==> src/rtl/nag_defines.svh <==
// constants for the non-secure access gate: offsets, field positions, resets
// assumes inclusion by bare name from every design file that needs them
`ifndef NAG_DEFINES_SVH
`define NAG_DEFINES_SVH

`define NAG_ADDR_W 8
`define NAG_DATA_W 32
`define NAG_CPU_MAX 4
`define NAG_CPU_IDX_W 2
`define NAG_FIELD_W 4
`define NAG_NSAC_W 12

`define NAG_SAC_OFS 8'h00
`define NAG_NSAC_OFS 8'h04

`define NAG_COMP_LSB 0
`define NAG_PTIM_LSB 4
`define NAG_GTIM_LSB 8

`define NAG_SAC_RST 4'hf
`define NAG_NSAC_RST 12'h000

`define NAG_PT_DATA_W 32

`endif

==> src/rtl/nag_pkg.sv <==
// types shared by the non-secure access gate
// assumes nag_defines.svh is reachable on the include path
`include "nag_defines.svh"

package nag_pkg;

  typedef logic [`NAG_FIELD_W-1:0] nag_mask_t;

  typedef enum logic [1:0] {
    NAG_SEL_NONE = 2'h0,
    NAG_SEL_SAC = 2'h1,
    NAG_SEL_NSAC = 2'h3
  } nag_sel_t;

endpackage

==> src/rtl/nag_gate.sv <==
// non-secure access gate: secure and non-secure grant registers per processor,
// plus the access decisions for components, global timer and private timers
// assumes all requests come from logic on ref_clk, one request per port per cycle
//
// Decided for this implementation: the strobed register port and the register offsets.
`timescale 1ns/1ns
`include "nag_defines.svh"

// Notes on behaviour
// - a write to the non-secure grant register is taken only from secure state when the writer's secure grant bit is set, else dropped.
// - bits 11 to 8 are per-processor global timer grants: clear is secure only, set allows non-secure too.
// - bits 7 to 4 are per-processor grants for non-secure use of that processor's private timer and watchdog.
// - with a private timer grant clear, only secure accesses pass and non-secure reads return zero.
// - all global and private timer grant bits reset to zero, leaving both timer groups secure only.
// - bits 3 to 0 are per-processor component grants; clear blocks non-secure writes to the components.
// - the component grant covers the secure grant register, control, processor status, filtering and power status registers.
// - bits 31 to 12 carry no function and never affect a decision.
// - the secure grant register holds one bit per processor from bit 0, each resetting to one.
// - a non-secure write to a protected component needs the processor's bit set in both grant registers.
module nag_gate #(
  parameter int NCPU = `NAG_CPU_MAX
) (
  input wire logic ref_clk,
  input wire logic rstn,
  input wire logic [`NAG_ADDR_W-1:0] reg_addr,
  input wire logic [`NAG_DATA_W-1:0] reg_wdata,
  input wire logic reg_wr,
  input wire logic reg_rd,
  input wire logic [`NAG_CPU_IDX_W-1:0] reg_cpu,
  input wire logic reg_ns,
  output logic [`NAG_DATA_W-1:0] reg_rdata,
  input wire logic comp_wr_req,
  input wire logic [`NAG_CPU_IDX_W-1:0] comp_wr_cpu,
  input wire logic comp_wr_ns,
  output logic comp_wr_ok,
  input wire logic gt_req,
  input wire logic [`NAG_CPU_IDX_W-1:0] gt_cpu,
  input wire logic gt_ns,
  output logic gt_ok,
  input wire logic pt_req,
  input wire logic [`NAG_CPU_IDX_W-1:0] pt_cpu,
  input wire logic pt_ns,
  output logic pt_ok,
  input wire logic pt_rvalid_in,
  input wire logic [`NAG_PT_DATA_W-1:0] pt_rdata_in,
  input wire logic [`NAG_CPU_IDX_W-1:0] pt_rd_cpu,
  input wire logic pt_rd_ns,
  output logic pt_rvalid,
  output logic [`NAG_PT_DATA_W-1:0] pt_rdata,
  output logic [`NAG_FIELD_W-1:0] comp_ns_grant,
  output logic [`NAG_FIELD_W-1:0] gt_ns_grant,
  output logic [`NAG_FIELD_W-1:0] pt_ns_grant
);

  if (NCPU < 1 || NCPU > `NAG_CPU_MAX) begin : g_chk
    $error("nag_gate: NCPU must lie between 1 and 4");
  end

  // processors that are not fitted keep their bits at zero for good
  localparam nag_pkg::nag_mask_t CPU_MASK =
    nag_pkg::nag_mask_t'((1 << NCPU) - 1);
  localparam nag_pkg::nag_mask_t SAC_RST_M =
    nag_pkg::nag_mask_t'(`NAG_SAC_RST) & CPU_MASK;
  localparam logic [`NAG_NSAC_W-1:0] NSAC_MASK =
    {CPU_MASK, CPU_MASK, CPU_MASK};
  localparam logic [`NAG_NSAC_W-1:0] NSAC_RST_M =
    `NAG_NSAC_RST & NSAC_MASK;

  // ---------------- register state ----------------
  nag_pkg::nag_mask_t sac_q;
  logic [`NAG_NSAC_W-1:0] nsac_q;

  nag_pkg::nag_mask_t nsac_comp;
  nag_pkg::nag_mask_t nsac_ptim;
  nag_pkg::nag_mask_t nsac_gtim;

  assign nsac_comp = nsac_q[`NAG_COMP_LSB +: `NAG_FIELD_W];
  assign nsac_ptim = nsac_q[`NAG_PTIM_LSB +: `NAG_FIELD_W];
  assign nsac_gtim = nsac_q[`NAG_GTIM_LSB +: `NAG_FIELD_W];

  // effective non-secure component grant needs both registers
  nag_pkg::nag_mask_t comp_both;
  assign comp_both = sac_q & nsac_comp;

  // ---------------- address decode ----------------
  wire hit_sac;
  wire hit_nsac;
  assign hit_sac = (reg_addr == `NAG_SAC_OFS);
  assign hit_nsac = (reg_addr == `NAG_NSAC_OFS);

  nag_pkg::nag_sel_t rd_sel;
  assign rd_sel = hit_sac ? nag_pkg::NAG_SEL_SAC :
                  hit_nsac ? nag_pkg::NAG_SEL_NSAC :
                  nag_pkg::NAG_SEL_NONE;

  // ---------------- writer's own grant ----------------
  wire writer_sac;
  wire writer_both;
  assign writer_sac = sac_q[reg_cpu];
  assign writer_both = comp_both[reg_cpu];

  // secure grant register is itself a protected component
  wire sac_wr_ok;
  assign sac_wr_ok = reg_wr && hit_sac &&
                     (reg_ns ? writer_both : writer_sac);

  // non-secure writes are never taken here, whatever the grants say
  wire nsac_wr_ok;
  assign nsac_wr_ok = reg_wr && hit_nsac && !reg_ns && writer_sac;

  nag_pkg::nag_mask_t sac_wr_en;
  logic [`NAG_NSAC_W-1:0] nsac_wr_en;
  assign sac_wr_en = sac_wr_ok ? CPU_MASK : '0;
  assign nsac_wr_en = nsac_wr_ok ? NSAC_MASK : '0;

  // only the low grant fields are stored, upper bits are dropped
  nag_pkg::nag_mask_t sac_wdata;
  logic [`NAG_NSAC_W-1:0] nsac_wdata;
  assign sac_wdata = reg_wdata[`NAG_FIELD_W-1:0];
  assign nsac_wdata = reg_wdata[`NAG_NSAC_W-1:0];

  nag_grant_bank #(
    .W(`NAG_FIELD_W),
    .RST(SAC_RST_M)
  ) u_sac (
    .clk(ref_clk),
    .rstn(rstn),
    .wr_en(sac_wr_en),
    .wdata(sac_wdata),
    .q(sac_q)
  );

  nag_grant_bank #(
    .W(`NAG_NSAC_W),
    .RST(NSAC_RST_M)
  ) u_nsac (
    .clk(ref_clk),
    .rstn(rstn),
    .wr_en(nsac_wr_en),
    .wdata(nsac_wdata),
    .q(nsac_q)
  );

  // ---------------- register read ----------------
  logic [`NAG_DATA_W-1:0] rdata_nxt;
  assign rdata_nxt =
    (reg_rd && rd_sel == nag_pkg::NAG_SEL_SAC) ?
      {{(`NAG_DATA_W-`NAG_FIELD_W){1'b0}}, sac_q} :
    (reg_rd && rd_sel == nag_pkg::NAG_SEL_NSAC) ?
      {{(`NAG_DATA_W-`NAG_NSAC_W){1'b0}}, nsac_q} :
    '0;

  always_ff @(posedge ref_clk or negedge rstn) begin
    if (!rstn) begin
      reg_rdata <= '0;
    end else begin
      reg_rdata <= rdata_nxt;
    end
  end

  // ---------------- component write gate ----------------
  wire comp_ok_nxt;
  assign comp_ok_nxt = comp_wr_req &&
                       (!comp_wr_ns || comp_both[comp_wr_cpu]);

  // ---------------- global timer gate ----------------
  wire gt_ok_nxt;
  assign gt_ok_nxt = gt_req && (!gt_ns || nsac_gtim[gt_cpu]);

  // ---------------- private timer and watchdog gate ----------------
  wire pt_ok_nxt;
  assign pt_ok_nxt = pt_req && (!pt_ns || nsac_ptim[pt_cpu]);

  wire pt_rd_allow;
  assign pt_rd_allow = !pt_rd_ns || nsac_ptim[pt_rd_cpu];

  nag_read_mask #(
    .DW(`NAG_PT_DATA_W)
  ) u_ptmask (
    .clk(ref_clk),
    .rstn(rstn),
    .in_valid(pt_rvalid_in),
    .in_data(pt_rdata_in),
    .allow(pt_rd_allow),
    .out_valid(pt_rvalid),
    .out_data(pt_rdata)
  );

  // ---------------- registered decisions and status ----------------
  // one cycle of latency buys outputs that come straight from flops
  always_ff @(posedge ref_clk or negedge rstn) begin
    if (!rstn) begin
      comp_wr_ok <= 1'b0;
      gt_ok <= 1'b0;
      pt_ok <= 1'b0;
    end else begin
      comp_wr_ok <= comp_ok_nxt;
      gt_ok <= gt_ok_nxt;
      pt_ok <= pt_ok_nxt;
    end
  end

  always_ff @(posedge ref_clk or negedge rstn) begin
    if (!rstn) begin
      comp_ns_grant <= '0;
      gt_ns_grant <= '0;
      pt_ns_grant <= '0;
    end else begin
      comp_ns_grant <= comp_both;
      gt_ns_grant <= nsac_gtim;
      pt_ns_grant <= nsac_ptim;
    end
  end

endmodule

==> src/rtl/nag_grant_bank.sv <==
// bank of independent grant bits, each with its own write enable
// assumes the caller has already decided which bits a write may touch
`timescale 1ns/1ns
`include "nag_defines.svh"

module nag_grant_bank #(
  parameter int W = `NAG_FIELD_W,
  parameter logic [W-1:0] RST = '0
) (
  input wire logic clk,
  input wire logic rstn,
  input wire logic [W-1:0] wr_en,
  input wire logic [W-1:0] wdata,
  output logic [W-1:0] q
);

  if (W < 1) begin : g_chk
    $error("nag_grant_bank: W must be at least 1");
  end

  for (genvar i = 0; i < W; i++) begin : g_bit
    logic bit_r;
    always_ff @(posedge clk or negedge rstn) begin
      if (!rstn) begin
        bit_r <= RST[i];
      end else if (wr_en[i]) begin
        bit_r <= wdata[i];
      end
    end
    assign q[i] = bit_r;
  end

endmodule

==> src/rtl/nag_read_mask.sv <==
// registered read-return stage that forces data to zero when not allowed
// assumes valid, data and allow arrive together from the same clock
`timescale 1ns/1ns
`include "nag_defines.svh"

module nag_read_mask #(
  parameter int DW = `NAG_PT_DATA_W
) (
  input wire logic clk,
  input wire logic rstn,
  input wire logic in_valid,
  input wire logic [DW-1:0] in_data,
  input wire logic allow,
  output logic out_valid,
  output logic [DW-1:0] out_data
);

  if (DW < 1) begin : g_chk
    $error("nag_read_mask: DW must be at least 1");
  end

  logic [DW-1:0] data_nxt;

  // the raw value never leaves the block when the read is refused
  assign data_nxt = (in_valid && allow) ? in_data : '0;

  always_ff @(posedge clk or negedge rstn) begin
    if (!rstn) begin
      out_valid <= 1'b0;
      out_data <= '0;
    end else begin
      out_valid <= in_valid;
      out_data <= data_nxt;
    end
  end

endmodule

==> config.mk <==
export PLATFORM = sky130hd
export DESIGN_NAME = nag_gate
export DESIGN_NICKNAME = d
export VERILOG_FILES = /design/src/rtl/nag_pkg.sv /design/src/rtl/nag_gate.sv /design/src/rtl/nag_grant_bank.sv /design/src/rtl/nag_read_mask.sv
export VERILOG_INCLUDE_DIRS = /design/src /design/src/rtl
export SDC_FILE = /design/constraint.sdc
export NUM_CORES = 1
export LEC_CHECK = 0
export ABC_AREA = 1
export ABC_CLOCK_PERIOD_IN_PS = 2500
export BUFFER_PORTS_ARGS = -buffer_cell sky130_fd_sc_hd__buf_2
export CORE_MARGIN = 2
export CORE_UTILIZATION = 25
export CTS_CLUSTER_SIZE = 30
export DETAILED_ROUTE_END_ITERATION = 8
export SYNTH_ARGS = -nofsm -noshare
export SYNTH_HDL_FRONTEND = slang
export SYNTH_SLANG_ARGS = --single-unit
==> constraint.sdc <==
create_clock -name ref_clk -period 2.5 [get_ports ref_clk]
set_input_delay 0.125 -clock ref_clk [delete_from_list [all_inputs] [get_ports ref_clk]]
set_output_delay 0.125 -clock ref_clk [all_outputs]
set_load 0.005 [all_outputs]
==> metrics.yaml, run 1 <==
run_status:
  outcome: "completed"
die:
  io-pin-count: 175
  dieWidth_um: 116
  core-area_um2: 12100
  start_util: 0.258
  row_count: 40
  die_area_um2: 13400
  die_h_um: 116
yosys:
  yosys_warnings: 0
  synth.area.top_cells: "dfrtp_1, inv_1, nand2_1"
  yosysUniqueCellTypes: 25
  synth_edf_count: 0
  syn_area_um2: 3130
  synth_top_area_cell: "dfrtp_1"
  avgSynthCellArea_um2: 9.75
  synth_top_area_frac: 0.576
  async_reset_ff_frac: 1.00
  yosysMostFrequentCell: "dfrtp_1"
  seq_area_frac_synth: 0.609
  ys_seq_elements: 76
  synth_ff_type: "dfrtp_1"
  synthCells: 321
  synth_common_cells: "dfrtp_1, inv_1, nand2_1"
clock_tree:
  ctsHoldBuffers: 25
  cts_tree: "done"
  clk_latency_ns: 0.33
  post-cts-setup-buffers: 0
  cts_max_level: 3
  path_clk_slew_ns: 0.06
  clock_sinks: 76
  clockBufferDepth: 2
  cts-root-buf: "clkbuf_16"
  cts.repair.resized: 0
  cts_buffers: 9
run:
  cap_violations: 0
drt:
  finalWirelength_mm: 7.48
  dr_total_vias: 2560
  wl_per_cell_um: 11.4
  vias_per_cell: 3.89
  drtIter0Drc: 146
  dr.pass1.iters: 4
  drc_errors: 0
  ant_nets: 0
setup_path:
  reg2reg_from: "u_sac.g_bit[1].bit_r"
  required_ns: 2.70
  crit_arrival_ns: 2.03
  cp_cell_sequence: "inv_1, nand2_1, nand3_2, nand2_2, nand3_2, nand2_1, o21ai_2"
  cp-start-kind: "register"
  cp_max_fo: 24
  cp_slowest_cell: "dfstp_2"
  end_kind: "register"
  crit_start: "u_sac.g_bit[1].bit_r"
  timing_worst_setup_path_type: "reg2reg"
  slowest_delay_ns: 0.57
global_route:
  antenna_found_initial: 0
  grt_pass1_vias: 2485
  track_usage: 0.112
  grt_max_degree: 77
  grt_pass1_wl_mm: 11.6
  grt_overflow_total: 0
timing:
  final.setup.tns_ns: 0
  fin_crit_sh: 0.731
  setup-violations-final: 0
  timing.final.ws_setup_ns: 0.673
  skew_ns: 0.00584
  slew_viol_final: 0
  fin_crit_ns: 1.83
  relSlewSlack: 0.367
  worst_slew_pin_slew_ns: 0.950
  fmax_ghz: 0.547
  hold_viol_final: 0
  rsz0062_at_grt: "no"
power_and_ir_drop:
  p_total_mw: 2.80
  irDropWorstVdd_v: 0.000279
  cellLeakagePower_nw: 2.57
  p_per_area_nw_per_um2: 632
layout:
  fillerInstances: 1244
  nets: 580
  area_growth_pct: 41.4
  antenna_cells: 0
  layout-drive-gt1-share: 0.367
worst_hold_path:
  hold_path.startpoint: "pt_rdata_in[10]"
  worstHoldPathType: "in2reg"
placed_design:
  place_ws_ns: 0.688
  io_buffers: 134
  dp_hpwl_mm: 5.28
  routabilityCongestion: 0.739
==> worst paths after layout <==
path                       depth (start not counted)                    end  slack (ns)
setup / recovery                                   7  u_nsac.g_bit[6].bit_r        0.67
hold / removal                                     3  u_ptmask.out_data[10]        0.01
setup reg to reg                                   7  u_nsac.g_bit[6].bit_r        0.67
hold reg to reg                                    0         pt_ns_grant[3]        0.40
max in group asynchronous                          2           reg_rdata[1]        1.40
min in group asynchronous                          2   u_ptmask.out_data[8]        0.49
==> power by group <==
group / internal, mW / total [mW] / switching, mW
clock network: 0.799 / 1.29 / 0.488
logic: 0.112 / 0.238 / 0.125
registers: 1.26 / 1.27 / 0.0101
total: 2.18 / 2.80 / 0.623
==> layout by cell type, fill, tap and decap left out, drive strengths merged, types with 3 or more instances in the layout <==
| cell | instances |
|---|---|
| buf | 135 |
| dfrtp | 72 |
| inv | 70 |
| nand2 | 51 |
| nor2 | 42 |
| dlygate4sd3 | 25 |
| o21ai | 23 |
| conb | 20 |
| nand3 | 16 |
| clkbuf | 12 |
| nor3 | 6 |
| o211ai | 4 |
| a21oi | 4 |
| dfstp | 4 |
| clkinv | 3 |
==> per-stage QoR <==
stage          instances  hold slack [ns]   util  instance area, um^2
3_5_place_dp         617            0.264  0.320                 3880
6_report             658           0.0141  0.365                 4430
3_3_place_gp         617            0.248  0.320                 3880
2_1_floorplan        340           -0.171      -                 3200
5_1_grt              658           0.0138  0.365                 4430
4_1_cts              658          0.00135  0.365                 4430
==> layout make-up <==
| class | count | area (um^2) | area share |
|---|---|---|---|
| tap | 168 | 210 | 0.0475 |
| clock inverter | 4 | 48.8 | 0.0110 |
| multi-input combinational | 168 | 818 | 0.185 |
| inverter | 70 | 265 | 0.0599 |
| sequential | 76 | 1910 | 0.431 |
| timing repair buffer | 160 | 931 | 0.210 |
| clock buffer | 12 | 246 | 0.0557 |
==> metal layers <==
layer | part of all wire | vias to the layer above | track usage
met5 | 0 | - | 0
li1 | - | 1249 | -
met3 | 0.069 | 14 | 0.0183
met1 | 0.43 | 1173 | 0.134
met4 | 0.027 | 0 | 0.0730
met2 | 0.47 | 124 | 0.187
==> cells by family after synthesis <==
kind of cell,share of synthesized area
other cells,0.00120
buf+inv,0.152
compound gates,0.0691
simple gates,0.168
flops,0.609
==> state kept, by name (all words and copies together) (netlist names) <==
name,cells
pt_ns_grant,4
u_ptmask.out_data,32
gt_ok,1
pt_ok,1
comp_wr_ok,1
u_sac.g_bit.bit_r,4
u_nsac.g_bit.bit_r,12
u_ptmask.out_valid,1
comp_ns_grant,4
gt_ns_grant,4
reg_rdata,12
==> worst max-delay path: cells and delay by family (launching register included) <==
family | cells | cell delay (ns)
buffers and inverters | 1 | 0.05
AO/OA/AOI/OAI | 1 | 0.07
flip-flops | 1 | 0.57
AND/OR/NAND/NOR | 5 | 0.99
Note: power is estimated with default switching activity, not from simulation.
==> run 2, diff against run 1 <==
ABC_CLOCK_PERIOD_IN_PS = 1600   (was 2500)
clock period = 1.6 ns   (was 2.5 ns; I/O delays follow)
==> run 2 against run 1 <==
Worst hold slack improved by 0.00094 ns. Register-to-register slack got worse by 0.48 ns. Non-clock buffer count rose by 29.
==> metrics.yaml, run 2 (synthesized netlist as in run 1, its figures left out) <==
run_status:
  outcome: "completed"  # unchanged
timing:
  slew_viol_final: 0  # unchanged
  skew_ns: 0.00777  # was 0.00584 ns
  fmax_ghz: 0.709  # was 0.547 GHz
  setup-violations-final: 0  # unchanged
  hold_viol_final: 0  # unchanged
  final.setup.tns_ns: 0  # unchanged
  rsz0062_at_grt: "no"  # unchanged
  fin_crit_sh: 0.882  # was 0.731
  fin_crit_ns: 1.41  # was 1.83 ns
layout:
  area_growth_pct: 52.2  # was 41.4%
  seq_area_um2: 1910  # unchanged
  final_cell_mix: "buf_2, dfrtp_1, inv_1"  # unchanged
  largest_register: "u_ptmask.out_data"  # unchanged
  layout-drive-gt1-share: 0.356  # was 0.367
  reg.largest.list: "u_ptmask.out_data: 32 flops, reg_rdata: 12 flops, u_nsac.g_bit.bit_r: 12 flops"  # unchanged
  multi_input_area_um2: 818  # unchanged
  fillerInstances: 1218  # was 1,244
  final_common_cell: "buf_2"  # unchanged
  largest_register_ffs: 32  # unchanged
  fin_cells: 687  # was 658
  antenna_cells: 0  # unchanged
  nets: 609  # was 580
setup_path:
  cp-start-kind: "register"  # unchanged
  crit_arrival_ns: 1.63  # was 2.03 ns
  required_ns: 1.82  # was 2.70 ns
  timing_worst_setup_path_type: "reg2reg"  # unchanged
  end_kind: "register"  # unchanged
  cp_max_fo: 24  # unchanged
run:
  cap_violations: 0  # unchanged
power_and_ir_drop:
  cellLeakagePower_nw: 2.72  # was 2.57 nW
  clockPowerShare: 0.463  # was 0.460
  p_int_mw: 3.54  # was 2.18 mW
  p_comb_frac: 0.096  # was 0.085
  swShare: 0.217  # was 0.223
  p_per_area_nw_per_um2: 949  # was 632 nW/um^2
  irDropWorstVdd_v: 0.000399  # was 0.000279 V
  p_seq_frac: 0.441  # was 0.455
  switching_power_mw: 0.981  # was 0.623 mW
global_route:
  grt_pass1_vias: 2498  # was 2,485
  antenna_found_initial: 0  # unchanged
  track_usage: 0.116  # was 0.112
  grt_pass1_wl_mm: 11.7  # was 11.6 mm
  grt_max_degree: 36  # was 77
  grt_overflow_total: 0  # unchanged
clock_tree:
  cts_tree: "done"  # unchanged
  clk_latency_ns: 0.34  # was 0.33 ns
  post-cts-setup-buffers: 0  # unchanged
  cts_max_level: 3  # unchanged
  clock_sinks: 76  # unchanged
  path_clk_slew_ns: 0.06  # about the same
  ctsHoldBuffers: 50  # was 25
  cts_buffers: 9  # unchanged
  clockBufferDepth: 2  # unchanged
  cts.repair.resized: 0  # unchanged
  cts-root-buf: "clkbuf_16"  # unchanged
die:
  row_count: 40  # unchanged
  die_area_um2: 13400  # unchanged
  dieWidth_um: 116  # unchanged
  core-area_um2: 12100  # unchanged
  die_h_um: 116  # unchanged
  io-pin-count: 175  # unchanged
  start_util: 0.258  # unchanged
drt:
  ant_nets: 0  # unchanged
  wirelength_met1_mm: 3.42  # was 3.22 mm
  dr.max_layer_used: "met4"  # unchanged
  met2_length_mm: 3.60  # was 3.54 mm
  finalWirelength_mm: 7.83  # was 7.48 mm
  dr_total_vias: 2635  # was 2,560
  wl_met3_um: 514  # was 516 um
  dr.pass1.iters: 4  # unchanged
  drc_errors: 0  # unchanged
  wl_per_cell_um: 11.4  # about the same
  vias_per_cell: 3.84  # was 3.89
  drtIter0Drc: 141  # was 146
placed_design:
  io_buffers: 134  # unchanged
  dp_cells: 621  # was 617
  dp_hpwl_mm: 5.46  # was 5.28 mm
  routabilityCongestion: 0.805  # was 0.739
worst_hold_path:
  worstHoldPathType: "in2reg"  # unchanged
run 2: cell count changes in the layout (fill, tap and decap cells not counted):
cell           change
clkbuf_8           +2
dlygate4sd3_1     +25
buf_12             +3
buf_4              +1
clkbuf_1           -1
clkinv_2           -1
run 2: power groups by stage:
stage / clock [mW] / sequential [mW] / combinational, mW
after detailed placement: 0 / 2.03 / 0.342
after global routing: 2.24 / 2.00 / 0.488
after global placement: 0 / 2.02 / 0.332
final: 2.09 / 1.99 / 0.433
after floorplan: 0 / 2.03 / 0.155
after CTS: 2.17 / 1.99 / 0.436
run 2: stage by stage:
stage / setup slack (ns) / power, mW / hold WS [ns] / cell area, um^2 / utilization
4_1_cts: 0.196 / 4.60 / 0.00311 / 4760 / 0.393
3_3_place_gp: 0.257 / 2.36 / 0.0101 / 3950 / 0.326
2_1_floorplan: 0.311 / 2.19 / -0.216 / 3200 / -
3_5_place_dp: 0.221 / 2.37 / 0.0173 / 3950 / 0.326
6_report: 0.190 / 4.52 / 0.0150 / 4760 / 0.393
5_1_grt: 0.127 / 4.72 / 0.0247 / 4760 / 0.393
run 2: layout make-up:
| cell class | count | share of cell area |
|---|---|---|
| clock buffers | 13 | 0.0567 |
| clock inverters | 3 | 0.00919 |
| inverters | 70 | 0.0557 |
| multi-input cells | 168 | 0.172 |
| flip-flops and latches | 76 | 0.400 |
| well taps | 168 | 0.0441 |
| repair buffers | 189 | 0.262 |
run 2: routing by layer:
layer	GRT usage	up-vias
li1	-	1308
met1	0.134	1185
met2	0.191	122
met3	0.0230	20
met4	0.0873	0
met5	0	-
run 2: critical path, stage by stage (launching register included):
cell and delay, ns:
dfstp_2 0.58, inv_1 0.05, nand2_1 0.07, nand3_2 0.08, nand2_2 0.10, nand3_2 0.10, buf_12 0.18, nand2_1 0.09
o21ai_2 0.05
run 2: worst paths after layout:
check                                       start                    end  slack (ns)  cells after the start
max in group asynchronous                    rstn   u_sac.g_bit[1].bit_r        0.78                      3
max reg2reg                  u_sac.g_bit[1].bit_r  u_nsac.g_bit[1].bit_r        0.19                      8
max                          u_sac.g_bit[1].bit_r  u_nsac.g_bit[1].bit_r        0.19                      8
min reg2reg                u_nsac.g_bit[11].bit_r         gt_ns_grant[3]        0.41                      0
min                                         pt_ns                  pt_ok        0.02                      4
min in group asynchronous                    rstn   u_ptmask.out_data[8]        0.20                      2
